===== config.mk =====
export PLATFORM = sky130hd
export DESIGN_NAME = vcrc_cap_reg
export DESIGN_NICKNAME = d
export VERILOG_FILES = /design/src/common/vcrc_pkg.sv /design/src/hw/vcrc_cap_reg.sv /design/src/hw/vcrc_cap_word.sv
export SDC_FILE = /design/constraint.sdc
export NUM_CORES = 1
export LEC_CHECK = 0
export BUFFER_PORTS_ARGS = -buffer_cell sky130_fd_sc_hd__buf_2
export CAP_MARGIN = 15
export CORE_MARGIN = 2
export CORE_UTILIZATION = 24
export DETAILED_ROUTE_END_ITERATION = 7
export PLACE_DENSITY = 0.94
export SYNTH_ARGS = -nofsm -noshare
export SYNTH_HDL_FRONTEND = slang
export SYNTH_SLANG_ARGS = --single-unit

===== constraint.sdc =====
create_clock -name clk -period 0.8 [get_ports clk]
set_clock_uncertainty 0.1 [all_clocks]
set_input_delay 0.2 -clock clk [delete_from_list [all_inputs] [get_ports clk]]
set_output_delay 0.2 -clock clk [all_outputs]
set_load 0.03 [all_outputs]

===== src/common/vcrc_pkg.sv =====
// Behaviour
// Config reads at extended offset 160h return the 32-bit word.
// Bits 31:24, the arbitration table location, read 00h: no table.
// Reserved bit 23 always reads zero.
// The slot count in bits 22:16 reads zero: no time-based weighting.
// The snoop rejection bit 15 reads zero, as it suits root ports only.
// The switching-only bit 14 reads zero: channel 0 carries any traffic.
// Reserved bits 13:8 always read zero.
// Bits 0-5: RR, WRR 32/64/128, timed WRR 128, WRR 256; 6-7 reserved.
// The scheme field reads 01h, fixed round-robin being the only scheme.
// Writes are ignored and the word reads 0000_0001h from reset onward.
package vcrc_pkg;

  localparam int          VCRC_ADDR_W      = 12;
  localparam int          VCRC_DATA_W      = 32;
  localparam logic [11:0] VCRC_CAP_OFFSET  = 12'h160;

  localparam logic [7:0]  VCRC_TBL_LOC     = 8'h00;
  localparam logic [6:0]  VCRC_SLOT_COUNT  = 7'h00;
  localparam logic        VCRC_SNOOP_REJ   = 1'h0;
  localparam logic        VCRC_SWITCH_ONLY = 1'h0;
  localparam logic [7:0]  VCRC_ARB_SUPPORT = 8'h01;
  localparam logic [7:0]  VCRC_ARB_RSVD    = 8'hC0;
  localparam logic [31:0] VCRC_CAP_RESET   = 32'h0000_0001;

  localparam int VCRC_TBL_LSB    = 24;
  localparam int VCRC_RSVD23_BIT = 23;
  localparam int VCRC_SLOT_LSB   = 16;
  localparam int VCRC_SNOOP_BIT  = 15;
  localparam int VCRC_SWITCH_BIT = 14;
  localparam int VCRC_RSVD13_LSB = 8;

  localparam int VCRC_ARB_FIXED_RR = 0;
  localparam int VCRC_ARB_WRR32    = 1;
  localparam int VCRC_ARB_WRR64    = 2;
  localparam int VCRC_ARB_WRR128   = 3;
  localparam int VCRC_ARB_TWRR128  = 4;
  localparam int VCRC_ARB_WRR256   = 5;

  typedef struct packed {
    logic [7:0] arbitration_table_location;
    logic       rsvd23;
    logic [6:0] slot_count;
    logic       snoop_reject;
    logic       switching_only_traffic;
    logic [5:0] rsvd13_8;
    logic [7:0] arbitration_scheme_support;
  } vcrc_cap_t;

  typedef struct packed {
    logic                   valid;
    logic                   write;
    logic [VCRC_ADDR_W-1:0] addr;
    logic [3:0]             byte_en;
    logic [VCRC_DATA_W-1:0] wdata;
  } vcrc_req_t;

  typedef struct packed {
    logic                   ack;
    logic                   hit;
    logic [VCRC_DATA_W-1:0] rdata;
  } vcrc_rsp_t;

endpackage


===== src/hw/vcrc_cap_reg.sv =====
`timescale 1ns/1ps
module vcrc_cap_reg
  import vcrc_pkg::*;
(
  input  wire logic      clk,
  input  wire logic      rst,
  input  wire vcrc_req_t cfg_req,
  output vcrc_rsp_t      cfg_rsp
);

  // Word-aligned decode of the configuration address.
  function automatic logic vcrc_hits(input logic [VCRC_ADDR_W-1:0] a);
    vcrc_hits = (a[VCRC_ADDR_W-1:2] == VCRC_CAP_OFFSET[VCRC_ADDR_W-1:2]);
  endfunction

  vcrc_cap_t cap_word;
  vcrc_rsp_t rsp_d;
  vcrc_rsp_t rsp_q;

  vcrc_cap_word u_word
  (
    .cap (cap_word)
  );

  // The word is built from constants rather than held in flops: a value that
  // never changes needs no storage, and no write path can ever disturb it.
  always_comb
  begin
    rsp_d       = '0;
    rsp_d.ack   = cfg_req.valid;
    rsp_d.hit   = cfg_req.valid & vcrc_hits(cfg_req.addr);
    if (cfg_req.valid && !cfg_req.write && vcrc_hits(cfg_req.addr))
    begin
      rsp_d.rdata = cap_word;
    end
    // A write is acknowledged but has no effect on the returned value.
  end

  always_ff @(posedge clk or posedge rst)
  begin
    if (rst)
    begin
      rsp_q <= '0;
    end
    else
    begin
      rsp_q <= rsp_d;
    end
  end

  assign cfg_rsp = rsp_q;

  // Helper state for the checks below.
  logic            wr_seen_q;
  vcrc_req_t       req_past_q;

  always_ff @(posedge clk or posedge rst)
  begin
    if (rst)
    begin
      wr_seen_q  <= 1'b0;
      req_past_q <= '0;
    end
    else
    begin
      req_past_q <= cfg_req;
      if (cfg_req.valid && cfg_req.write && vcrc_hits(cfg_req.addr))
      begin
        wr_seen_q <= 1'b1;
      end
    end
  end
endmodule


===== src/hw/vcrc_cap_word.sv =====
`timescale 1ns/1ps
module vcrc_cap_word
  import vcrc_pkg::*;
(
  output vcrc_cap_t cap
);

  logic [7:0] arb_bits;

  // Reserved scheme positions are forced low even if the mask says otherwise.
  genvar i;
  generate
    for (i = 0; i < 8; i++)
    begin : g_arb
      assign arb_bits[i] = VCRC_ARB_SUPPORT[i] & ~VCRC_ARB_RSVD[i];
    end
  endgenerate

  assign cap.arbitration_table_location = VCRC_TBL_LOC;
  assign cap.rsvd23                     = 1'h0;
  assign cap.slot_count                 = VCRC_SLOT_COUNT;
  assign cap.snoop_reject               = VCRC_SNOOP_REJ;
  assign cap.switching_only_traffic     = VCRC_SWITCH_ONLY;
  assign cap.rsvd13_8                   = 6'h00;
  assign cap.arbitration_scheme_support = arb_bits;

endmodule


Yosys cells after proc, flatten, opt, wreduce, memory -nomap -nowiden:

Index checks and enable logic that the tools add are counted.

* input port bits: 52
* flip-flop bits (word level): 34

* bitwise gates (word level): 1
* muxes and demuxes: 1
* equal/unequal tests: 1
* reductions and logical operators: 3

Operator list (number)
* 10-bit by 7-bit == test with 1-bit output (second input constant): 1
* 1-bit logical AND: 2
* 1-bit bitwise AND: 1
* 1-bit logical NOT: 1
* 1-bit 2-to-1 mux: 1

Depth between registers and ports, before layout:

* depth after elaboration: 4
* mapped depth: 2
* depth with buffers taken out: 2

By module:

From an unflattened synthesis, not the netlist that was laid out.

* cell total of the unflattened synthesis: 154
* area total of the unflattened synthesis: 1899.3 um^2

Modules (own cells, without submodules)
* vcrc_cap_reg: area an instance 1651.6 um^2, cells an instance 120, instances 1
* vcrc_cap_word: area an instance 247.7 um^2, cells an instance 34, instances 1

Worst setup path after synthesis:

No wires, ideal clock.

* kind: in2reg
* start: input port cfg_req[45] (netlist name)
* end: register rsp_q, in the netlist cfg_rsp[32]
* required time: 0.605 ns
* cell stages on the path: 2
* arrival time: 0.965 ns
* setup slack: -0.361 ns
* cell sequence: or4b_1 nor4b_2

RTL lines
* start, declared: line vcrc_cap_reg.sv:7 `input wire vcrc_req_t cfg_req,`
* end signal, assigned: line vcrc_cap_reg.sv:47 `rsp_q <= rsp_d;`
* end, declared: line vcrc_cap_reg.sv:18 `vcrc_rsp_t rsp_q;`

Worst setup path after layout:

* start: register rsp_q, in the netlist cfg_rsp[0]
* end: output port cfg_rsp[0] (netlist name)

RTL lines
* end, declared: line vcrc_cap_reg.sv:8 `output vcrc_rsp_t cfg_rsp`

No word-level cell between the ends.

==> run summary <==
After synthesis, the mean cell area works out to 8.85 µm². The floorplan step set the die width to 43.4 µm. The deepest clock path buffer count came out at 2.

In the final routed layout, each cell accounts on average for 8.01 µm. The global-route wire length before repair is 752 µm, and the delay of the slowest cell on the worst path is 0.38 ns. The routability congestion estimate from global placement was 0.524; the shortest period the worst path allows was 1.05 ns.

The total number of clock tree sinks is 3, and the number of hold-slack violations in the final timing report is 1. The run gives 29.5% as the utilization after layout. The critical path is of the flip-flop to output pin type. The row count came out at 14.

Setup repair after global routing could not meet its margin everywhere. The logs give 20.2% for the sequential element share of the synthesized area and 211 for the via count of the first global-routing pass. The worst setup path is launched from a flip-flop.

The tools report the post-route setup TNS as -1.11 ns. The kind of cell with the highest combined delay along the critical path is flip-flops. The cell area power density is 1560 nW/µm², and the count of H-tree levels built during CTS is 1. The number of filler cells placed in the layout came out at 165.

The leakage power summed over all cells was 0.260 nW; the maximum number of pins on one net before global-route repair was 4. The final reports fail on hold timing, setup timing. For the worst setup path, the data arrival time is 0.75 ns. The tools report the worst hold slack as -0.00591 ns. The die is 43.4 µm tall.

For this run, design rule violations remaining after detail routing come to 0. TritonCTS built the clock tree. The portion of the clock cycle consumed by the worst path in the final layout came out at 132%.

The tools report the total internal power as 0.383 mW. Largest fanout of any net on the critical path: 1. The count of nets left with antenna violations once routing finished came out at 0. Number of synthesized register bits: 3. The analysis attributes to net switching a power of 0.296 mW. The largest vdd supply drop is 336 µV, and the number of nets in the finished design is 115. The worst hold path cell count came out at 1. The aggregate global-route resource usage is 5.91%, and the number of setup buffers added after CTS is 0. The per-cell via count in the routed design was 3.29; the number of inserted diodes was 0. The total of warnings raised by yosys is 0, and the proportion of layout cells with a drive suffix above 1 is 35.5%. The cell count after synthesis came out at 42.

Among all stages on the critical path, the largest delay is contributed by sky130_fd_sc_hd__dfrtp_1. The flow ran to the end, but the final reports show violations. The number of buffers and inverters on the critical path was 1; the proportion of total power due to net switching was 43.6%. For the number of antenna violations at the first check in global routing, the log shows 0. The tools report the sequential share of power as 23.0%.

For hold timing, the worst endpoint is cfg_rsp[33]. The critical path required time is 0.50 ns. Setup violations remaining at the end of the flow were counted as 5. The cell area that synthesis handed to floorplanning was 372 µm². Leaving out fill and tap cells, the most frequent cell in the layout is sky130_fd_sc_hd__conb_1.

The final setup slack of the worst path came out at -0.252 ns. The number of search-and-repair iterations in the first detailed-routing pass is 1, and the number of violations of the max-capacitance limit is 0. The number of hold-repair buffers added at the cts stage was 1. The HPWL after detailed placement is 542 µm. Global routing finished with a remaining overflow of 0. The clock slew seen by the registers of the worst setup and hold paths was 0.04 ns. The max-slew violation count was 0; the via count of the routed design was 257. The top cell types in the final layout, fill and taps aside, are sky130_fd_sc_hd__conb_1, sky130_fd_sc_hd__buf_2, sky130_fd_sc_hd__buf_6, sky130_fd_sc_hd__dfrtp_1, sky130_fd_sc_hd__clkbuf_4. Once the floorplan was initialized, standard cells occupied 25.3% of the core.

The timing-limited maximum frequency was 0.950 GHz; the layout-stage area growth over the synthesis result was 16.8%. In this run, the clock network consumes 38.2% of the power. The tools report the worst min-delay path startpoint as cfg_req[49]. For the total CTS buffers, the log shows 3. The number of flip-flops in the largest register works out to 3. The die covers 1880 µm². The number of distinct standard cells referenced by the synthesized netlist came out at 10.

In this run the standard cell core region covers 1470 µm². The count of routing violations after the opening detailed-route iteration was 0; the combinational cell fraction of total power was 38.8%. Kind of capture point of the worst setup path: an output pin. Walking the worst path, the cells encountered are buf_6. The number of top-level pins is 86. The buffer cell driving the clock tree root was sky130_fd_sc_hd__clkbuf_4.

The post-detailed-routing wire length was 625 µm; the count of input and output buffers was 16. In this run the worst hold path is classified as input pin to flip-flop.
## worst max path at each step
stage | startpoint | endpoint | slack [ns] | cells after the start
floorplan | cfg_req[45] | cfg_rsp[32] | -0.32 | 2
global placement | cfg_req[45] | cfg_rsp[32] | -0.44 | 3
detailed placement | cfg_req[45] | cfg_rsp[32] | -0.48 | 3
CTS | cfg_rsp[0] | cfg_rsp[0] | -0.27 | 1
global route | cfg_rsp[0] | cfg_rsp[0] | -0.27 | 1
finish | cfg_rsp[0] | cfg_rsp[0] | -0.25 | 1
## timing repair
item / CTS / global route
hold endpoints to repair: 4 / 1
gates resized for setup: 7 / 2
pin swaps: 2 / 0
setup endpoints to repair: 5 / 5
## cells by family (layout without fill, tap and decap cells)
kind of cell / Yosys count / after routing / synth area share, %
other: 1 / 31 / 1.01
buffers and inverters: 32 / 22 / 63.6
DFF: 3 / 3 / 20.2
and+or+nand+nor: 6 / 6 / 15.2
## Yosys cell counts (all sizes together)
library cell,count,share of area (%)
conb,1,1.0
nor4,1,3.4
or4b,1,2.7
dfrtp,3,20
nor4b,1,4.0
inv,1,1.0
buf,31,63
nand4b,1,2.4
or3,1,1.7
nor2,1,1.0
## metrics by stage
stage               power (mW)  setup slack, ns  std cells  area (µm²)  hold WS, ns
floorplan                0.481           -0.322         72         488       -0.146
global placement         0.400           -0.435         73         355      -0.0368
detailed placement       0.403           -0.478         73         355      -0.0158
CTS                      0.688           -0.270         78         417      -0.0158
global route             0.718           -0.271         78         434     -0.00704
finish                   0.679           -0.252         78         434     -0.00591
## power by group through the flow
stage / clock network (mW) / logic (mW) / registers [mW]
global placement: 0 / 0.242 / 0.158
finish: 0.259 / 0.263 / 0.156
detailed placement: 0 / 0.245 / 0.158
CTS: 0.276 / 0.256 / 0.156
global route: 0.285 / 0.277 / 0.156
floorplan: 0 / 0.318 / 0.163
## metal layers
metal / vias up / GRT usage, % / part of all wire [%]
li1: 110 / - / -
met1: 115 / 2.80 / 19
met2: 32 / 13.4 / 59
met3: 0 / 1.67 / 22
met4: 0 / 5.45 / 0
met5: - / 0 / 0
## layout make-up
cell class | instances | area [µm²] | share of cell area [%]
clock buffer | 4 | 26.3 | 6.05
timing repair buffer | 17 | 115 | 26.5
inverter | 1 | 3.75 | 0.865
multi-input combinational | 37 | 194 | 44.7
tap | 16 | 20.0 | 4.61
sequential | 3 | 75.1 | 17.3
Power figures use the tool's default switching activity.
